<file path="src/apt_defines.svh">
`ifndef APT_DEFINES_SVH
`define APT_DEFINES_SVH

// Register byte offsets
`define APT_OFF_CTRL    8'h00
`define APT_OFF_LVL2    8'h04
`define APT_OFF_LVL3    8'h08
`define APT_OFF_STATUS  8'h0C
`define APT_OFF_WAKE    8'h10
`define APT_OFF_THR     8'h14

// Control register fields
`define APT_CTRL_SLPEN   0
`define APT_CTRL_TYP_LSB 1
`define APT_CTRL_TYP_MSB 3
`define APT_CTRL_THREN   4
`define APT_CTRL_CPU_SLEEP_REQUEST  5
`define APT_CTRL_MOBILE  6

// Status register fields
`define APT_STAT_STOP_CLOCK_REQUEST  4
`define APT_STAT_CSTOP   5
`define APT_STAT_CSLP    6
`define APT_STAT_BOOT    8

// Sleep type codes
`define APT_SLP_S1 3'h1
`define APT_SLP_S3 3'h3
`define APT_SLP_S4 3'h4
`define APT_SLP_S5 3'h5

// Reset values
`define APT_CTRL_RST 8'h00
`define APT_WAKE_RST 16'hFFFF
`define APT_THR_RST  16'h4010

`endif

</file>
<file path="src/apt_pkg.sv">
package apt_pkg;

  typedef enum logic [3:0] {
    ST_MOFF,
    ST_C0,
    ST_C1,
    ST_C2,
    ST_C3,
    ST_S1,
    ST_S3,
    ST_S4,
    ST_S5
  } apt_state_e;

  typedef struct packed {
    logic       halt;
    logic       sgnt;
    logic [7:0] brk;
    logic       pbo;
    logic       pfail;
    logic       pgood;
  } apt_pins_s;

  typedef struct packed {
    logic       valid;
    logic       write;
    logic [7:0] addr;
  } apt_ahb_ap_s;

endpackage : apt_pkg

</file>
<file path="src/apt_throttle.sv">
`timescale 1ns/100ps

module apt_throttle
  import apt_pkg::*;
(
  input  wire logic       hclk,
  input  wire logic       hresetn,
  input  wire logic       enable,
  input  wire logic [7:0] period,
  input  wire logic [7:0] duty,
  output logic            active
);

  logic [7:0] cnt_ff;
  logic       active_ff;
  wire        wrap     = (cnt_ff + 8'h01) >= period;
  wire  [7:0] nxt_cnt  = (!enable || wrap) ? 8'h00 : cnt_ff + 8'h01;
  wire        nxt_act  = enable && (cnt_ff < duty);

  always_ff @(posedge hclk or negedge hresetn) begin
    if (!hresetn) begin
      cnt_ff    <= 8'h00;
      active_ff <= 1'b0;
    end else begin
      cnt_ff    <= nxt_cnt;
      active_ff <= nxt_act;
    end
  end

  assign active = active_ff;

endmodule : apt_throttle

</file>
<file path="src/apt_tracker.sv">
// The register addresses and register access over AHB-Lite were left to the implementer.
`timescale 1ns/100ps
`include "apt_defines.svh"
// Functional notes
// - Halt cycle while fully on moves to auto-halt; snooping continues.
// - Level-two register read while fully on moves to stop-grant.
// - Level-three register read while fully on moves to stop-clock, mobile only.
// - Sleep-enable write while fully on enters state chosen by sleep-type.
// - Stop-grant drives the stop-clock request active to the processor.
// - Stop-grant entered from auto-halt returns to auto-halt on release.
// - In stop-clock, after stop-grant cycle, assert the CPU-clock-stop output.
// - Enabled break event from C1, C2, C3, S1, S3, S4 returns to full-on.
// - Fully on, stop-clock request may be throttled periodically.
// - Desktop S1 optionally asserts CPU-sleep on top of stop-grant.
// - Mobile S1 stops all clocks but the real-time clock; memory holds context.
// - Suspend-to-RAM keeps memory in refresh; all other clocks off.
// - Suspend-to-disk looks like soft-off but wakes on the sleep-state wake mask, not the soft-off one.
// - Waking from soft-off always flags a full boot.
// - Mechanical-off takes no wake; power return reboots or waits in soft-off.

module apt_tracker
  import apt_pkg::*;
(
  input  wire logic        hclk,
  input  wire logic        hresetn,
  input  wire logic        hsel,
  input  wire logic [31:0] haddr,
  input  wire logic [1:0]  htrans,
  input  wire logic        hwrite,
  input  wire logic [2:0]  hsize,
  input  wire logic [31:0] hwdata,
  input  wire logic        hready,
  output logic      [31:0] hrdata,
  output logic             hreadyout,
  output logic             hresp,
  input  wire logic        halt_cycle,
  input  wire logic        stop_grant_cycle,
  input  wire logic [7:0]  break_event,
  input  wire logic        power_button_override,
  input  wire logic        power_fail,
  input  wire logic        power_good,
  output logic             stop_clock_request_n,
  output logic             cpu_clock_stop_n,
  output logic             cpu_sleep_request_n,
  output logic             clocks_run,
  output logic             mem_self_refresh,
  output logic             main_power_on,
  output logic             boot_required
);

  apt_state_e  st_ff, nxt_st;
  apt_pins_s   sync1_ff, sync2_ff, pin;
  apt_ahb_ap_s ap_ff, nxt_ap;
  logic [7:0]  ctrl_ff;
  logic [15:0] wake_ff;
  logic [15:0] thr_ff;
  logic [31:0] hrdata_ff;
  logic        from_c1_ff, nxt_from_c1;
  logic        prev_soff_ff;
  logic        boot_ff;
  logic        stop_clock_request_ff, cstop_ff, cslp_ff;
  logic        clkrun_ff, sref_ff, pwr_ff;
  logic        thr_active;

  function automatic apt_state_e slp_state(input logic [2:0] typ);
    case (typ)
      `APT_SLP_S1: slp_state = ST_S1;
      `APT_SLP_S3: slp_state = ST_S3;
      `APT_SLP_S4: slp_state = ST_S4;
      `APT_SLP_S5: slp_state = ST_S5;
      default:     slp_state = ST_C0;
    endcase
  endfunction : slp_state

  // Pin synchronisers
  assign pin = sync2_ff;
  always_ff @(posedge hclk or negedge hresetn) begin
    if (!hresetn) begin
      sync1_ff <= '0;
      sync2_ff <= '0;
    end else begin
      sync1_ff <= {halt_cycle, stop_grant_cycle, break_event,
                   power_button_override, power_fail, power_good};
      sync2_ff <= sync1_ff;
    end
  end

  // AHB-Lite decode
  wire        ap_take  = hsel && hready && htrans[1];
  wire        rd_take  = ap_take && !hwrite;
  wire [7:0]  ap_addr  = haddr[7:0];
  wire        lvl2_hit = rd_take && (ap_addr == `APT_OFF_LVL2);
  wire        lvl3_hit = rd_take && (ap_addr == `APT_OFF_LVL3);
  wire        wr_dp    = ap_ff.valid && ap_ff.write;
  wire        wr_ctrl  = wr_dp && (ap_ff.addr == `APT_OFF_CTRL);
  wire        wr_rel   = wr_dp && (ap_ff.addr == `APT_OFF_LVL2);
  wire        wr_stat  = wr_dp && (ap_ff.addr == `APT_OFF_STATUS);
  wire        wr_wake  = wr_dp && (ap_ff.addr == `APT_OFF_WAKE);
  wire        wr_thr   = wr_dp && (ap_ff.addr == `APT_OFF_THR);
  wire        slp_go   = wr_ctrl && hwdata[`APT_CTRL_SLPEN];
  wire [2:0]  sleep_type_field  = hwdata[`APT_CTRL_TYP_MSB:`APT_CTRL_TYP_LSB];
  wire        mobile   = ctrl_ff[`APT_CTRL_MOBILE];
  wire        cpu_sleep_request_en = ctrl_ff[`APT_CTRL_CPU_SLEEP_REQUEST];
  wire        thr_en   = ctrl_ff[`APT_CTRL_THREN];
  wire [31:0] ctrl_rd  = {24'h000000, ctrl_ff};
  wire [31:0] stat_rd  = {23'h000000, boot_ff, 1'b0, cslp_ff, cstop_ff,
                          stop_clock_request_ff, st_ff};
  wire [31:0] rd_val   =
    (ap_addr == `APT_OFF_CTRL)   ? ctrl_rd :
    (ap_addr == `APT_OFF_STATUS) ? stat_rd :
    (ap_addr == `APT_OFF_WAKE)   ? {16'h0000, wake_ff} :
    (ap_addr == `APT_OFF_THR)    ? {16'h0000, thr_ff} : 32'h00000000;

  assign nxt_ap = '{valid: ap_take, write: hwrite, addr: ap_addr};
  always_ff @(posedge hclk or negedge hresetn) begin
    if (!hresetn) begin
      ap_ff     <= '0;
      hrdata_ff <= 32'h00000000;
    end else begin
      ap_ff     <= nxt_ap;
      hrdata_ff <= rd_take ? rd_val : hrdata_ff;
    end
  end

  always_ff @(posedge hclk or negedge hresetn) begin
    if (!hresetn) begin
      ctrl_ff <= `APT_CTRL_RST;
      wake_ff <= `APT_WAKE_RST;
      thr_ff  <= `APT_THR_RST;
    end else begin
      if (wr_ctrl) ctrl_ff <= {1'b0, hwdata[6:1], 1'b0};
      if (wr_wake) wake_ff <= hwdata[15:0];
      if (wr_thr)  thr_ff  <= hwdata[15:0];
    end
  end

  assign hrdata    = hrdata_ff;
  assign hreadyout = 1'b1;
  assign hresp     = 1'b0;

  // Break events
  wire brk_any  = |(pin.brk & wake_ff[7:0]);
  wire brk_soff = |(pin.brk & wake_ff[15:8]);

  apt_throttle u_thr (
    .hclk    (hclk),
    .hresetn (hresetn),
    .enable  (thr_en && (st_ff == ST_C0)),
    .period  (thr_ff[15:8]),
    .duty    (thr_ff[7:0]),
    .active  (thr_active)
  );

  // Platform state machine
  always_comb begin
    nxt_st      = st_ff;
    nxt_from_c1 = from_c1_ff;
    if (pin.pfail) begin
      nxt_st = ST_MOFF;
    end else begin
      case (st_ff)
        ST_MOFF: begin
          if (pin.pgood) nxt_st = prev_soff_ff ? ST_S5 : ST_C0;
        end
        ST_C0: begin
          if (pin.pbo) nxt_st = ST_S5;
          else if (slp_go) nxt_st = slp_state(sleep_type_field);
          else if (lvl3_hit && mobile) nxt_st = ST_C3;
          else if (lvl2_hit) begin
            nxt_st      = ST_C2;
            nxt_from_c1 = 1'b0;
          end else if (pin.halt) nxt_st = ST_C1;
        end
        ST_C1: begin
          if (pin.pbo) nxt_st = ST_S5;
          else if (brk_any) nxt_st = ST_C0;
          else if (lvl2_hit) begin
            nxt_st      = ST_C2;
            nxt_from_c1 = 1'b1;
          end
        end
        ST_C2: begin
          if (pin.pbo) nxt_st = ST_S5;
          else if (brk_any) nxt_st = ST_C0;
          else if (wr_rel) nxt_st = from_c1_ff ? ST_C1 : ST_C0;
        end
        ST_C3, ST_S1, ST_S3, ST_S4: begin
          if (pin.pbo) nxt_st = ST_S5;
          else if (brk_any) nxt_st = ST_C0;
        end
        ST_S5: begin
          if (brk_soff) nxt_st = ST_C0;
        end
        default: nxt_st = ST_MOFF;
      endcase
    end
  end

  // Output and flag next values
  wire stop_state = (nxt_st == ST_C2) || (nxt_st == ST_C3) || (nxt_st == ST_S1);
  wire nxt_stop_clock_request = stop_state || ((nxt_st == ST_C0) && thr_active);
  wire sg_seen    = cstop_ff || pin.sgnt;
  wire nxt_cstop  = ((nxt_st == ST_C3) || ((nxt_st == ST_S1) && mobile)) && sg_seen;
  wire nxt_cslp   = (nxt_st == ST_S1) && !mobile && cpu_sleep_request_en;
  wire deep_off   = (nxt_st == ST_S3) || (nxt_st == ST_S4) ||
                    (nxt_st == ST_S5) || (nxt_st == ST_MOFF);
  wire mob_s1     = (nxt_st == ST_S1) && mobile;
  wire nxt_clkrun = !(mob_s1 || deep_off);
  wire nxt_sref   = mob_s1 || (nxt_st == ST_S3);
  wire nxt_pwr    = !((nxt_st == ST_S4) || (nxt_st == ST_S5) || (nxt_st == ST_MOFF));
  wire boot_set   = (nxt_st == ST_C0) && ((st_ff == ST_S5) || (st_ff == ST_MOFF));
  wire boot_clr   = wr_stat && hwdata[`APT_STAT_BOOT];
  wire nxt_boot   = boot_set || (boot_ff && !boot_clr);
  wire g3_entry   = (nxt_st == ST_MOFF) && (st_ff != ST_MOFF);
  wire nxt_prev   = g3_entry ? (st_ff == ST_S5) : prev_soff_ff;

  always_ff @(posedge hclk or negedge hresetn) begin
    if (!hresetn) begin
      st_ff        <= ST_MOFF;
      from_c1_ff   <= 1'b0;
      prev_soff_ff <= 1'b0;
      boot_ff      <= 1'b0;
      stop_clock_request_ff    <= 1'b0;
      cstop_ff     <= 1'b0;
      cslp_ff      <= 1'b0;
      clkrun_ff    <= 1'b0;
      sref_ff      <= 1'b0;
      pwr_ff       <= 1'b0;
    end else begin
      st_ff        <= nxt_st;
      from_c1_ff   <= nxt_from_c1;
      prev_soff_ff <= nxt_prev;
      boot_ff      <= nxt_boot;
      stop_clock_request_ff    <= nxt_stop_clock_request;
      cstop_ff     <= nxt_cstop;
      cslp_ff      <= nxt_cslp;
      clkrun_ff    <= nxt_clkrun;
      sref_ff      <= nxt_sref;
      pwr_ff       <= nxt_pwr;
    end
  end

  assign stop_clock_request_n = !stop_clock_request_ff;
  assign cpu_clock_stop_n     = !cstop_ff;
  assign cpu_sleep_request_n  = !cslp_ff;
  assign clocks_run           = clkrun_ff;
  assign mem_self_refresh     = sref_ff;
  assign main_power_on        = pwr_ff;
  assign boot_required        = boot_ff;

  wire c0_quiet = (st_ff == ST_C0) && !pin.pfail && !pin.pbo && !slp_go;
endmodule : apt_tracker

</file>
<file path="config.mk">
export PLATFORM = sky130hd
export DESIGN_NAME = apt_tracker
export DESIGN_NICKNAME = d
export VERILOG_FILES = /design/src/apt_pkg.sv /design/src/apt_throttle.sv /design/src/apt_tracker.sv
export VERILOG_INCLUDE_DIRS = /design/src
export SDC_FILE = /design/constraint.sdc
export NUM_CORES = 1
export LEC_CHECK = 0
export BUFFER_PORTS_ARGS = -buffer_cell sky130_fd_sc_hd__buf_2
export CELL_PAD_IN_SITES_DETAIL_PLACEMENT = 1
export CELL_PAD_IN_SITES_GLOBAL_PLACEMENT = 1
export CORE_ASPECT_RATIO = 0.9
export CORE_MARGIN = 2
export CORE_UTILIZATION = 45
export CTS_CLUSTER_DIAMETER = 40
export DETAILED_ROUTE_END_ITERATION = 8
export PLACE_DENSITY_LB_ADDON = 0.1
export SETUP_SLACK_MARGIN = 0.4
export SYNTH_ARGS = -nofsm -noshare
export SYNTH_HDL_FRONTEND = slang
export SYNTH_HIERARCHICAL = 1
export SYNTH_SLANG_ARGS = --single-unit
</file>
<file path="constraint.sdc">
create_clock -name hclk -period 4 [get_ports hclk]
set_clock_uncertainty 0.2 [all_clocks]
set_input_delay 0.2 -clock hclk [delete_from_list [all_inputs] [get_ports hclk]]
set_output_delay 0.2 -clock hclk [all_outputs]
set_load 0.005 [all_outputs]
</file>
-- Word level (Yosys, flattened, before mapping)
Cells that the tools add are included.
W data, S select, Z words.
- register bits: 128
- input bits: 87
- output and inout bits: 41
- word-level logic and storage cells: 163
- $add $sub $neg: 1
- order comparisons: 2
- equal/unequal tests: 35
- multiplexer cells: 33
- bitwise operators: 3
- reductions and logical operators: 58
- operator list (cell ; number):
    $mux W4 ; 17
    $mux W16 ; 4
    $eq A4 B3 Y1 const B ; 8
    $eq A8 B5 Y1 const B ; 4
    $eq A8 B4 Y1 const B ; 3
    $logic_and A1 B1 Y1 ; 24
    $pmux W4 S6 ; 1
    $and A8 B8 Y8 ; 2
    $eq A8 B3 Y1 const B ; 2
    $logic_not A8 Y1 ; 2
    $pmux W4 S4 ; 1
    $reduce_or A8 Y1 ; 2
    $logic_or A1 B1 Y1 ; 15
    $ne A2 B2 Y1 const B ; 7
    $eq A4 B2 Y1 const B ; 3
    $logic_not A1 Y1 ; 9
    $reduce_and A9 Y1 ; 1
    $add A8 B1 Y8 const B ; 1
    $eq A4 B1 Y1 const B ; 2
    $eq A4 B4 Y1 const B ; 2
    $ge A8 B8 Y1 ; 1
    $logic_not A4 Y1 ; 2
    $lt A8 B8 Y1 ; 1
    $mux W8 ; 1
    10 further kinds ; 17

-- Depth between registers and ports, before layout
Gate-level depths: netlist of run 1.
- word-level depth: 16
- mapped depth: 10
- gate-level depth less buffers: 10

-- Hierarchy
Netlist of run 1, hierarchy kept.
- modules (own cells, without submodules) (module ; instances ; cells each ; area an instance (um^2) ; seq. area each (um^2)):
    apt_tracker ; 1 ; 362 ; 4466.8 ; 2600.0
    apt_throttle ; 1 ; 88 ; 782.0 ; 225.2

-- Worst setup path after synthesis of run 1
Ideal clock, no wire load.
- kind: register -> register
- start: register ap_ff[4] (netlist bit)
- end: register boot_ff (netlist: boot_required)
- library setup time: 0.122 ns
- arrival time: 2.108 ns
- required time: 3.678 ns
- slack: 1.570 ns
- stages on the path, launching flop included: 7
- buffers on the path: 0
- period minus slack after synthesis: 2.430 ns
- path through: dfrtp_1 > or4_4 > or4_4 > nor3_2 > a211o_2 > nor3_4 > a32o_1
- cells in the longest elaborated chain, start to end: 10
- elaborated cells on any way between the ends: 20
- those cells by class: eq/ne: 3; mux: 7; reduce/logical: 10
- RTL lines (what ; line ; text):
    from (decl) ; apt_tracker.sv:53 ; apt_ahb_ap_s ap_ff, nxt_ap;
    from (signal assigned) ; apt_tracker.sv:120 ; ap_ff <= nxt_ap;
    $eq A8 B3 Y1 (no source line) / $logic_not A8 Y1 (equally long branches) ; n/a ;
    $logic_and A1 B1 Y1, on equally long branches ; apt_tracker.sv:96, apt_tracker.sv:95 ;
    $mux W4 / $logic_and A1 B1 Y1 (equally long branches) ; apt_tracker.sv:185, apt_tracker.sv:100 ;
    $mux W4, on equally long branches ; apt_tracker.sv:184, apt_tracker.sv:167 ;
    $mux W4, on equally long branches ; apt_tracker.sv:183, apt_tracker.sv:166 ;
    $pmux W4 S6 * ; apt_tracker.sv:161 ; case (st_ff)
    $mux W4 * ; apt_tracker.sv:158 ; if (pin.pfail) begin
    named net nxt_st[1] ; apt_tracker.sv:51 ; apt_state_e st_ff, nxt_st;
    $eq A4 B1 Y1 * ; apt_tracker.sv:211 ; wire boot_set = (nxt_st == ST_C0) && ((st_ff == ST_S5) || (st_ff == ST_MOFF));
    $logic_and A1 B1 Y1 * ; apt_tracker.sv:211 ;
    $logic_or A1 B1 Y1 * ; apt_tracker.sv:213 ; wire nxt_boot = boot_set || (boot_ff && !boot_clr);
    named net nxt_boot ; apt_tracker.sv:213 ;
    to (signal assigned) ; apt_tracker.sv:233 ; boot_ff <= nxt_boot;
    to (decl) ; apt_tracker.sv:60 ; logic boot_ff;
The timed path passes the listed nets; every way through them passes the cells marked *.
A chain may end at the register's enable or synchronous reset.

-- Worst setup path after layout of run 1
- start: input haddr[4]
- end: register hrdata_ff[3] (netlist: hrdata[3])
- cells in the longest elaborated chain, start to end: 5
- elaborated cells on any way between the ends: 8
- those cells by class: eq/ne: 3; mux: 4; reduce/logical: 1
- RTL lines (what ; line ; text):
    from (decl) ; apt_tracker.sv:27 ; input wire logic [31:0] haddr,
    $eq A8 B5 Y1 (no source line) ; n/a ;
    $mux W16 ; apt_tracker.sv:112 ; (ap_addr == `APT_OFF_THR) ? {16'h0000, thr_ff} : 32'h00000000;
    $mux W16 ; apt_tracker.sv:111 ; (ap_addr == `APT_OFF_WAKE) ? {16'h0000, wake_ff} :
    $mux W16 ; apt_tracker.sv:110 ; (ap_addr == `APT_OFF_STATUS) ? stat_rd :
    $mux W16 * ; apt_tracker.sv:109 ; (ap_addr == `APT_OFF_CTRL) ? ctrl_rd :
    to (signal assigned) ; apt_tracker.sv:121 ; hrdata_ff <= rd_take ? rd_val : hrdata_ff;
    to (decl) ; apt_tracker.sv:57 ; logic [31:0] hrdata_ff;
Mark *: on every way between the ends. The rest lies on a longest branch, timed or not.

==> metrics.md, run 1 <==
| Metric | Value |
|---|---|
| Status | `complete, no violations` |
| ANT cells | `0` |
| Fin crit period | `2.753 ns` |
| DR vias | `3869` |
| PostCTS Resize Cnt | `0` |
| Top layer in use | `met4` |
| Final Non-Filler Cells | `slightly above 700` |
| Metal2 WL | `6340 um` |
| TritonCTS Buffers | `9` |
| Worst setup EP type | `register` |
| First-pass GRT wire length | `21580 um` |
| Dpl hpwl | `9265 um` |
| Reg2reg setup slack | `1.39 ns` |
| DP Area | `5685 sq um` |
| Layout Utilization | `0.5613` |
| Initial core utilization | `0.4609` |
| Yosys warns | `6` |
| Gr usage total | `0.2239` |
| Unique masters post-synth | `69` |
| Number of synthesized flops with an enable pin | `0` |
| Die Area | `12540 sq um` |
| ANT nets after route | `0` |
| Slew Limit Headroom | `0.2438` |
| Crit Path Category | `primary input to register` |
| Layout cells sized above 1 | `0.2941` |
| Post-synth ARST share | `1.000` |
| Worst-Margin Slew | `1.126 ns` |
| Final Hold Viols | `0` |
| CTS root buf | `clkbuf_16` |
| Clock Tree Buf Depth | `2` |
| Worst slack, placed | `1.409 ns` |
| # nets final | `659` |
| H-Tree Depth | `3` |
| Post-Syn Area per Cell | `about 12 sq um` |
| Dpl cells | `between 600 and 700` |
| WL final | `about 13000 um` |
| Mapped cell area | `about 5200 sq um` |
| Period utilization | `0.6883` |
| CTS tree | `yes` |
| Pin count of the biggest net entering global routing | `57` |
| Clock slew at reported path FFs | `0.08 ns` |
| Synth Instances | `450` |
| Postcts setup bufs | `0` |
| Max-cap violations | `0` |
| Core Region | `11390 sq um` |
| Fin Setup TNS | `0 ns` |
| P&R area growth vs syn | `21.79%` |
| Drt drc | `0` |
| Peak VDD IR | `0.2961 mV` |
| DR WL met3 | `575 um` |
| Number of global-route vias before repair | `4144` |
| Placer's final routability congestion estimate | `0.8476` |
| Post-synthesis sequential area ratio | `0.5383` |
| Pwr Density | `370.9 nW/um^2` |
| Clk Latency, worst-skew pair | `0.36 ns` |
| Die X | `117.8 um` |
| Avg WL per Cell | `18.42 um` |
| Row cnt | `37` |
| Worst EP required | `4.07 ns` |
| Initial antenna violation count | `0` |
| Drt initial violations | `191` |
| RSZ-0062 raised after global routing | `no` |
| Hold crit path type | `primary input to register` |
| Die Ht | `106.5 um` |
| Routed metal-1 wire length | `6139 um` |
| I/O pins | `approximately 130` |
| Drt pass-1 iters | `5` |
| Synth Flop Type | `dfrtp_1` |
| Seq cells post-synth | `~110` |
| Slew Limit Fails | `0` |
| I/O Buffers | `65` |
| Startpoint Class | `primary input` |
| Final setup vio count | `0` |
| Fmax | `around 360 MHz` |
| Post-route cell area | `6392 sq um` |
| Pleak | `2.862 nW` |
| CTS Sinks | `112` |
| CP arrival | `between 2 and 3 ns` |
| Vias per cell | `around 5.4` |
| Worst-path maximum fanout | `8` |
| GR Overflow Total | `0` |
| Hold_buf cts | `39` |
| Post-route setup slack | `1.247 ns` |
==> registers in the layout (all words and copies together), names as in the netlist, 4 cells and up <==
signal,count
ap_ff,10
sync1_ff,13
thr_ff,16
ctrl_ff,6
st_ff,4
wake_ff,16
hrdata,16
pin,13
u_thr/cnt_ff,8
==> worst paths after layout <==
kind,startpoint,cells after the start,end
worst max-delay path,haddr[4],6,hrdata[3]$_DFFE_PN0N_
worst min-delay path,hwdata[1],2,thr_ff[1]$_DFFE_PN0P_
worst max register to register,ap_ff[4]$_DFF_PN0_,5,stop_clock_request_ff$_DFF_PN0_
worst min register to register,sync1_ff[10]$_DFF_PN0_,0,pin[10]$_DFF_PN0_
max in group asynchronous,hresetn,3,wake_ff[15]$_DFFE_PN1P_
min in group asynchronous,hresetn,2,ap_ff[6]$_DFF_PN0_
==> through the flow <==
| stage | power (W) | hold WS [ns] |
|---|---|---|
| after floorplan | 0.001359 | -0.2956 |
| after global placement | 0.001441 | 0.09559 |
| after detailed placement | 0.001449 | 0.1028 |
| after CTS | 0.002397 | 0.01441 |
| after global routing | 0.002474 | 0.02378 |
| final | 0.002371 | 0.03722 |
==> synth_stat cells, types with 9 or more instances <==
library cell / instances / area share
dfrtp_1: 94 / 0.45
mux2_2: 38 / 0.082
nand2_1: 35 / 0.025
inv_1: 22 / 0.016
nor2_1: 22 / 0.016
buf_4: 19 / 0.027
dfstp_2: 18 / 0.090
ha_1: 16 / 0.038
mux2i_1: 16 / 0.031
a21oi_1: 12 / 0.011
o21ai_0: 12 / 0.011
nor3_1: 10 / 0.0095
clkbuf_1: 9 / 0.0064
==> cell families after synthesis <==
group                    share of synthesized area
AND/OR/NAND/NOR                             0.1375
flip-flops                                  0.5383
AO/OA/AOI/OAI                               0.1073
buffers and inverters                      0.05364
multiplexers                                0.1120
adder cells (fa/ha/maj)                    0.03814
XOR/XNOR                                   0.01168
other                                     0.001431
==> worst max-delay path, stage by stage <==
cell	delay, ns
dlygate4sd3_1	0.52
buf_2	0.14
or4b_1	0.60
nor3_1	0.89
a221oi_1	0.26
o21ai_0	0.22
==> report_power, final <==
group,switching (W),internal [W],total (W)
logic,0.000137,0.000107,0.000244
registers,0.0000408,0.00117,0.00121
clock network,0.000463,0.000449,0.000912
==> area by class of cell <==
| type | count | area, sq um |
|---|---|---|
| well taps | 156 | 195.2 |
| multi-input cells | 299 | 2202 |
| clock buffers | 9 | 225.2 |
| repair buffers | 110 | 763.2 |
| flip-flops and latches | 112 | 2825 |
| clock inverters | 7 | 91.34 |
| fillers | 1231 | 4996 |
| inverters | 24 | 90.09 |
==> layout by cell type, fill, tap and decap left out, drive strengths merged, types with 3 or more instances in the layout <==
master / n
dfrtp: 94
nand4: 4
clkinv: 6
nor3: 13
buf: 71
inv: 25
xnor2: 4
nand3: 8
ha: 16
nand2: 35
o21ai: 14
o31ai: 8
nor2b: 3
mux2: 38
conb: 18
a21oi: 14
clkbuf: 9
dlygate4sd3: 39
a22oi: 8
nand4b: 3
and2: 3
xor2: 3
nor4: 9
a211oi: 5
or3: 4
and3: 3
nor2: 22
o211ai: 3
a221oi: 7
mux2i: 16
dfstp: 18
nand2b: 4
or4: 3
==> routing by layer <==
metal	vias to the layer above	track usage
li1	1810	-
met1	1962	0.3052
met2	88	0.3659
met3	9	0.04936
met4	0	0.05594
met5	-	0
Note: power is estimated with default switching activity, not from simulation.
==> run 2, diff against run 1 <==
--- a/config.mk
+++ b/config.mk
@@ -11,7 +11,7 @@
 export CELL_PAD_IN_SITES_GLOBAL_PLACEMENT = 1
 export CORE_ASPECT_RATIO = 0.9
 export CORE_MARGIN = 2
-export CORE_UTILIZATION = 45
+export CORE_UTILIZATION = 42
 export CTS_CLUSTER_DIAMETER = 40
 export DETAILED_ROUTE_END_ITERATION = 8
 export PLACE_DENSITY_LB_ADDON = 0.1
==> constraint.sdc (replaced) <==
create_clock -name hclk -period 2.9 [get_ports hclk]
set_clock_uncertainty 0.2 [all_clocks]
set_input_delay 0.145 -clock hclk [delete_from_list [all_inputs] [get_ports hclk]]
set_output_delay 0.145 -clock hclk [all_outputs]
set_load 0.005 [all_outputs]
==> run 2 against run 1 <==
  * Global-route usage fell by 0.13 points
  * First-iteration DRC count rose by 43%
  * Total power rose by 42%
  * Utilization fell by 1.1 points
  * Worst setup slack got worse by 0.97 ns
  * Sequential power rose by 38%
  * Final area rose by 4.3%
  * Critical endpoint is now prev_soff_ff$_DFFE_PN0P_
==> metrics.md, run 2 (synthesis results as in run 1) <==
| Metric | Value |
|---|---|
| Status | `complete, no violations` |
| Hold-critical path depth | `2 (unchanged)` |
| Avg WL per Cell | `19.18 um (+4.1%)` |
| TritonCTS Buffers | `9 (unchanged)` |
| Vias per cell | `5.383 (-0.24%)` |
| Most common cell after layout, fill and taps aside | `dfrtp_1` |
| Fmax | `381.1 MHz` |
| WL final | `14120 um (+6.9%)` |
| CP max stage cell | `or4_4` |
| Number of global-route vias before repair | `4273 (+3.1%)` |
| Gr usage total | `0.2225 (-0.001343)` |
| Reg2reg setup slack | `0.28 ns (-1.11 ns)` |
| Hold path startpoint | `haddr[2]` |
| Final Hold Viols | `0 (unchanged)` |
| Hold crit path type | `primary input to register` |
| I/O Buffers | `65 (unchanged)` |
| Fin Setup TNS | `0 ns (unchanged)` |
| ANT nets after route | `0 (unchanged)` |
| Initial antenna violation count | `0 (unchanged)` |
| Worst-Margin Slew | `0.7379 ns (-0.3878 ns)` |
| Worst slack, placed | `0.2884 ns (-1.121 ns)` |
| Final setup vio count | `0 (unchanged)` |
| Post-route cell area | `6670 sq um (+4.3%)` |
| GR Overflow Total | `0 (unchanged)` |
| DR vias | `3962 (+2.4%)` |
| CP peak stage delay | `0.58 ns (-0.31 ns)` |
| CP arrival | `2.70 ns (-0.13 ns)` |
| Layout cells sized above 1 | `0.3455 (+0.05137)` |
| Clock slew at reported path FFs | `0.08 ns (about the same)` |
| Worst setup EP type | `register` |
| Placer's final routability congestion estimate | `0.8608 (+1.6%)` |
| Dpl hpwl | `9583 um (+3.4%)` |
| CTS root buf | `clkbuf_16` |
| Core Region | `12120 sq um (+6.5%)` |
| Crit path max-delay family | `simple AND/OR/NAND/NOR gates` |
| ANT cells | `0 (unchanged)` |
| Final Non-Filler Cells | `736 (+2.6%)` |
| First-pass GRT wire length | `22490 um (+4.3%)` |
| RSZ-0062 raised after global routing | `yes` |
| CTS Sinks | `112 (unchanged)` |
| H-Tree Depth | `3 (unchanged)` |
| Worst-path maximum fanout | `5 (-3)` |
| R2R cell count | `7 (+2)` |
| Die Ht | `110.1 um (+3.4%)` |
| DP Area | `5718 sq um (+0.57%)` |
| Hold EP | `ap_ff[2]$_DFF_PN0_` |
| Initial core utilization | `0.4329 (-0.02797)` |
| Worst Hold Slack | `0.02844 ns (-0.008777 ns)` |
| Pleak | `2.977 nW (+4.0%)` |
| Slew Limit Fails | `0 (unchanged)` |
| Startpoint Class | `register` |
| # nets final | `674 (+2.3%)` |
| I/O pins | `128 (unchanged)` |
| Row cnt | `38 (+2.7%)` |
| FF-to-FF End | `prev_soff_ff$_DFFE_PN0P_` |
| Pin count of the biggest net entering global routing | `69 (+21%)` |
| Dpl cells | `668 (+0.91%)` |
| Drt initial violations | `274 (+43%)` |
| Worst EP required | `2.98 ns (-1.09 ns)` |
| Drt drc | `0 (unchanged)` |
| CP cell instances | `or4_4, or4_4, nor2_1, o31a_1, nor3_4, buf_4, a31oi_1` |
| Peak VDD IR | `0.4680 mV (+58%)` |
| Clock Tree Buf Depth | `2 (unchanged)` |
| Most used cell, CP | `or4_4` |
| Period utilization | `0.9048` |
| P&R area growth vs syn | `27.08%` |
| Clk Latency, worst-skew pair | `0.36 ns (about the same)` |
| CTS tree | `yes` |
| Most frequent cells in the layout | `92 x dfrtp_1, 64 x buf_2, 40 x dlygate4sd3_1` |
| Pwr Density | `505.6 nW/um^2 (+36%)` |
| Worst r2r src | `ap_ff[2]$_DFF_PN0_` |
| Slew Limit Headroom | `0.5068 (+0.2631)` |
| Drt pass-1 iters | `4 (-1)` |
| Crit path buffers/inverters | `1 (-1)` |
| Die X | `121.8 um (+3.4%)` |
| Fin crit period | `between 2 and 3 ns` |
| Die Area | `13410 sq um (+6.9%)` |
| Max-cap violations | `0 (unchanged)` |
| Crit Path Category | `register to register` |
| Post-route setup slack | `0.2762 ns (-0.9707 ns)` |
==> run 2: cell count changes in the layout (fill, tap and decap cells not counted), sizes merged <==
cell         change
buf             +14
clkinv           -4
clkinvlp         +2
bufinv           +1
dlygate4sd3      +1
inv              +1
==> run 2: report_power, final <==
part | leakage [nW] | total (W) | switching (W) | internal [W]
logic | 1.44 | 0.000425 | 0.000237 | 0.000188
clock network | 0.144 | 0.00128 | 0.000603 | 0.000680
registers | 1.39 | 0.00167 | 0.0000456 | 0.00162
total | 2.98 | 0.00337 | 0.000885 | 0.00249
==> run 2: per-stage QoR <==
stage | power (W) | util
after detailed placement | 0.002010 | 0.4716
after CTS | 0.003370 | 0.5374
after global placement | 0.001997 | 0.4716
after global routing | 0.003520 | 0.5502
after floorplan | 0.001875 | -
final | 0.003372 | 0.5502
==> run 2: repair_timing <==
item	4_1_cts	5_1_grt
hold endpoints to repair	104	0
pin swaps	4	19
setup endpoints to repair	9	16
hold buffers	40	0
resized for setup	13	18
buffers inserted	2	10
==> run 2: per-layer routing <==
| metal | GRT usage | vias up | part of all wire |
|---|---|---|---|
| met3 | 0.04681 | 18 | 0.035 |
| met5 | 0 | - | 0 |
| li1 | - | 1832 | - |
| met4 | 0.06897 | 0 | 0.016 |
| met1 | 0.2970 | 2027 | 0.46 |
| met2 | 0.3671 | 85 | 0.49 |
==> run 2: layout make-up <==
cell class,count,area (sq um)
Clock inverter,7,78.83
Tap cell,160,200.2
Clock buffer,9,225.2
Timing Repair Buffer,125,894.6
Multi-Input combinational cell,299,2351
Fill cell,1308,5454
Inverter,24,92.59
Sequential cell,112,2828
==> run 2: worst max path at each step <==
stage | depth (start not counted) | from | slack, ns | to
after detailed placement | 8 | ap_ff[4]$_DFF_PN0_ | 0.29 | clocks_run$_DFF_PN0_
after floorplan | 6 | ap_ff[4]$_DFF_PN0_ | 0.47 | boot_required$_DFF_PN0_
after global placement | 7 | ap_ff[4]$_DFF_PN0_ | 0.33 | mem_self_refresh$_DFF_PN0_
after global routing | 8 | ap_ff[5]$_DFF_PN0_ | 0.24 | prev_soff_ff$_DFFE_PN0P_
final | 7 | ap_ff[2]$_DFF_PN0_ | 0.28 | prev_soff_ff$_DFFE_PN0P_
after CTS | 6 | ap_ff[4]$_DFF_PN0_ | 0.32 | boot_required$_DFF_PN0_
==> run 3, diff against run 2 <==
--- a/config.mk
+++ b/config.mk
@@ -6,16 +6,18 @@
 export SDC_FILE = /design/constraint.sdc
 export NUM_CORES = 1
 export LEC_CHECK = 0
+export ABC_AREA = 1
 export BUFFER_PORTS_ARGS = -buffer_cell sky130_fd_sc_hd__buf_2
 export CELL_PAD_IN_SITES_DETAIL_PLACEMENT = 1
 export CELL_PAD_IN_SITES_GLOBAL_PLACEMENT = 1
 export CORE_ASPECT_RATIO = 0.9
 export CORE_MARGIN = 2
-export CORE_UTILIZATION = 42
+export CORE_UTILIZATION = 40
 export CTS_CLUSTER_DIAMETER = 40
 export DETAILED_ROUTE_END_ITERATION = 8
 export PLACE_DENSITY_LB_ADDON = 0.1
 export SETUP_SLACK_MARGIN = 0.4
+export SKIP_CTS_REPAIR_TIMING = 1
 export SYNTH_ARGS = -nofsm -noshare
 export SYNTH_HDL_FRONTEND = slang
 export SYNTH_HIERARCHICAL = 1
==> run 3 against run 2 <==
  * The run now ends with negative hold slack left
  * Register-to-register slack better by 0.34 ns
  * Count of clock-buffer cells in the layout stayed put
  * Sequential cell count stayed put
  * Die area is 8.5% higher
  * Maximum frequency is 15% higher
  * Sequential power is 2% higher
  * First-iteration DRC count is 35% lower
  * Synthesized area is 3.6% higher
  * Worst hold slack worse by 0.064 ns
  * Routed wire length is 4.5% higher
==> metrics.md, run 3 <==
| Metric | Value |
|---|---|
| Period utilization | `0.7889 (-0.1159)` |
| Status | `finished with violations` |
| Hold path startpoint | `hwdata[1]` |
| CTS Sinks | `112 (unchanged)` |
| Crit path launch | `st_ff[3]$_DFF_PN0_` |
| Vias per cell | `4.909 (-8.8%)` |
| Crit path max-delay family | `simple AND/OR/NAND/NOR gates` |
| Die X | `126.9 um (+4.2%)` |
| Final setup vio count | `0 (unchanged)` |
| TritonCTS Buffers | `9 (unchanged)` |
| I/O pins | `128 (unchanged)` |
| Slew Limit Fails | `0 (unchanged)` |
| Layout Utilization | `0.4980 (-0.05213)` |
| Core Region | `13310 sq um (+9.8%)` |
| CP arrival | `2.38 ns (-0.32 ns)` |
| Top cell type's share of synthesized area | `0.4326 (-0.01557)` |
| Post-Syn Area per Cell | `8.510 sq um (-27%)` |
| CP peak stage delay | `0.54 ns (-0.04 ns)` |
| Worst Hold Slack | `-0.03567 ns (-0.06412 ns)` |
| Die Area | `14540 sq um (+8.5%)` |
| Fmax | `437.1 MHz (+15%)` |
| Layout cells sized above 1 | `0.1762 (-0.1693)` |
| Pin count of the biggest net entering global routing | `55 (-20%)` |
| # nets final | `853 (+27%)` |
| CP cell instances | `inv_2, nand2_2, nor3_4, inv_1, o21ai_1, a21oi_1, nand2_1, nand2_1, nand2_4, nand2_1, nor2_1, nand2_1, nand2_1` |
| Top-count cell post-synth | `nand2_1` |
| Slew Limit Headroom | `0.6187 (+0.1118)` |
| Clock Tree Buf Depth | `2 (unchanged)` |
| Row cnt | `40 (+5.3%)` |
| Worst EP required | `3.00 ns (+0.02 ns)` |
| Gr usage total | `0.2080 (-0.01459)` |
| Die Ht | `114.6 um (+4.1%)` |
| Pwr Density | `524.4 nW/um^2 (+3.7%)` |
| Yosys warns | `6 (unchanged)` |
| Hold crit path type | `primary input to register` |
| Worst r2r src | `st_ff[3]$_DFF_PN0_` |
| Most frequent cells after synthesis | `166 x nand2_1, 98 x inv_1, 94 x dfrtp_1, 49 x o21ai_0, 48 x nor2_1` |
| Synth Flop Type | `dfrtp_1` |
| WL final | `14760 um (+4.5%)` |
| Number of global-route vias before repair | `4639 (+8.6%)` |
| R2R cell count | `13 (+6)` |
| Hold-critical path depth | `3 (+1)` |
| Number of synthesized flops with an enable pin | `0 (unchanged)` |
| Drt initial violations | `178 (-35%)` |
| CTS tree | `yes` |
| P&R area growth vs syn | `21.93%` |
| Failing checks | `negative hold slack` |
| Dpl hpwl | `11020 um (+15%)` |
| Clk Latency, worst-skew pair | `0.37 ns (about the same)` |
| Clock slew at reported path FFs | `0.08 ns (about the same)` |
| Final Non-Filler Cells | `923 (+25%)` |
| Worst setup EP type | `register` |
| Seq cells post-synth | `112 (unchanged)` |
| First-pass GRT wire length | `23370 um (+3.9%)` |
| Post-synth top area cell | `dfrtp_1` |
| Final Hold Viols | `5 (+5)` |
| H-Tree Depth | `3 (unchanged)` |
| ANT nets after route | `0 (unchanged)` |
| Most used cell, CP | `nand2_1` |
| RSZ-0062 raised after global routing | `yes` |
| CP max stage cell | `dfrtp_1` |
| GR Overflow Total | `0 (unchanged)` |
| Placer's final routability congestion estimate | `0.8526 (-0.95%)` |
| Synth Instances | `639 (+42%)` |
| ANT cells | `0 (unchanged)` |
| Fin Setup TNS | `0 ns (unchanged)` |
| Initial core utilization | `0.4085 (-0.02446)` |
| I/O Buffers | `65 (unchanged)` |
| Worst-Margin Slew | `0.5699 ns (-0.1681 ns)` |
| Initial antenna violation count | `0 (unchanged)` |
| Crit path depth | `13 (+6)` |
| Total Power | `0.003477 W (+3.1%)` |
| Worst-path maximum fanout | `8 (+3)` |
| Most common cell after layout, fill and taps aside | `nand2_1` |
| Peak VDD IR | `0.4096 mV (-12%)` |
| Crit Path Category | `register to register` |
| Startpoint Class | `register` |
| Crit path buffers/inverters | `2 (+1)` |
| DR vias | `4531 (+14%)` |
| Pleak | `3.650 nW (+23%)` |
| Drt drc | `0 (unchanged)` |
| CTS root buf | `clkbuf_16` |
| Post-synthesis sequential area ratio | `0.5196 (-0.01870)` |
| Fin crit period | `2.288 ns (-0.3360 ns)` |
| Unique masters post-synth | `39 (-43%)` |
| Dpl cells | `867 (+30%)` |
| Leading post-synthesis cells by cell area | `dfrtp_1 43%, nand2_1 11%, dfstp_2 8.7%` |
| Most frequent cells in the layout | `166 x nand2_1, 98 x inv_1, 94 x dfrtp_1` |
| Max-cap violations | `0 (unchanged)` |
| Post-synth ARST share | `1.000 (unchanged)` |
| Avg WL per Cell | `15.99 um (-17%)` |
| Drt pass-1 iters | `4 (unchanged)` |
| Mapped cell area | `5438 sq um (+3.6%)` |
==> run 3: cell types whose count changed after synthesis, sizes merged, moves of 5 or more <==
cell	previous run	this run
nor3	13	6
a22oi	8	0
o21ai	14	50
inv	24	101
mux2	38	0
nand2	35	175
a22o	0	6
mux2i	16	0
a32oi	0	5
nor4	9	0
nand3	8	31
nor2	22	55
==> run 3: kinds of logic (layout without fill, tap and decap cells) <==
| group | after synthesis | in the layout | share of synthesized area |
|---|---|---|---|
| flip-flops | 112 | 112 | 0.5196 |
| XOR/XNOR | 3 | 3 | 0.004833 |
| AO/OA/AOI/OAI | 94 | 94 | 0.1054 |
| adder cells (fa/ha/maj) | 16 | 16 | 0.03682 |
| buffers and inverters | 132 | 232 | 0.1075 |
| AND/OR/NAND/NOR | 280 | 280 | 0.2246 |
| other | 2 | 18 | 0.001381 |
==> run 3: power by group <==
group,switching [W],total [W],internal (W)
Combinational,0.000291,0.000482,0.000190
Sequential,0.0000691,0.00171,0.00165
Clock,0.000659,0.00128,0.000622
Total,0.00102,0.00348,0.00246
==> run 3: final cells by class <==
type | count | area [sq um]
well taps | 168 | 210.2
inverters | 101 | 381.6
multi-input cells | 411 | 2088
clock buffers | 9 | 225.2
fillers | 1603 | 6683
flip-flops and latches | 112 | 2825
clock inverters | 7 | 86.33
repair buffers | 115 | 813.3
==> run 3: worst paths after layout <==
path	endpoint	slack, ns
setup reg to reg	boot_required$_DFF_PN0_	0.61
hold reg to reg	pin[1]$_DFF_PN0_	0.15
min in group asynchronous	from_c1_ff$_DFFE_PN0P_	0.07
hold / removal	wake_ff[1]$_DFFE_PN1P_	-0.04
setup / recovery	boot_required$_DFF_PN0_	0.61
max in group asynchronous	wake_ff[11]$_DFFE_PN1P_	1.66
==> run 3: per-stage QoR <==
step | worst slack [ns] | cell area, sq um
CTS | 0.5360 | 6232
detailed placement | 0.5681 | 5921
finish | 0.6122 | 6630
floorplan | 0.8331 | 5498
global route | 0.3909 | 6630
global placement | 0.6440 | 5921
==> run 3: layer usage <==
metal / part of all wire / global-route usage
met5: 0 / 0
met4: 0.013 / 0.05348
met3: 0.035 / 0.04626
met2: 0.48 / 0.3491
met1: 0.47 / 0.2748
==> run 3: worst min-delay path, delay by kind of cell <==
kind	cells	cell delay [ns]
AO/OA/AOI/OAI	1	0.11
buffers and inverters	2	0.26
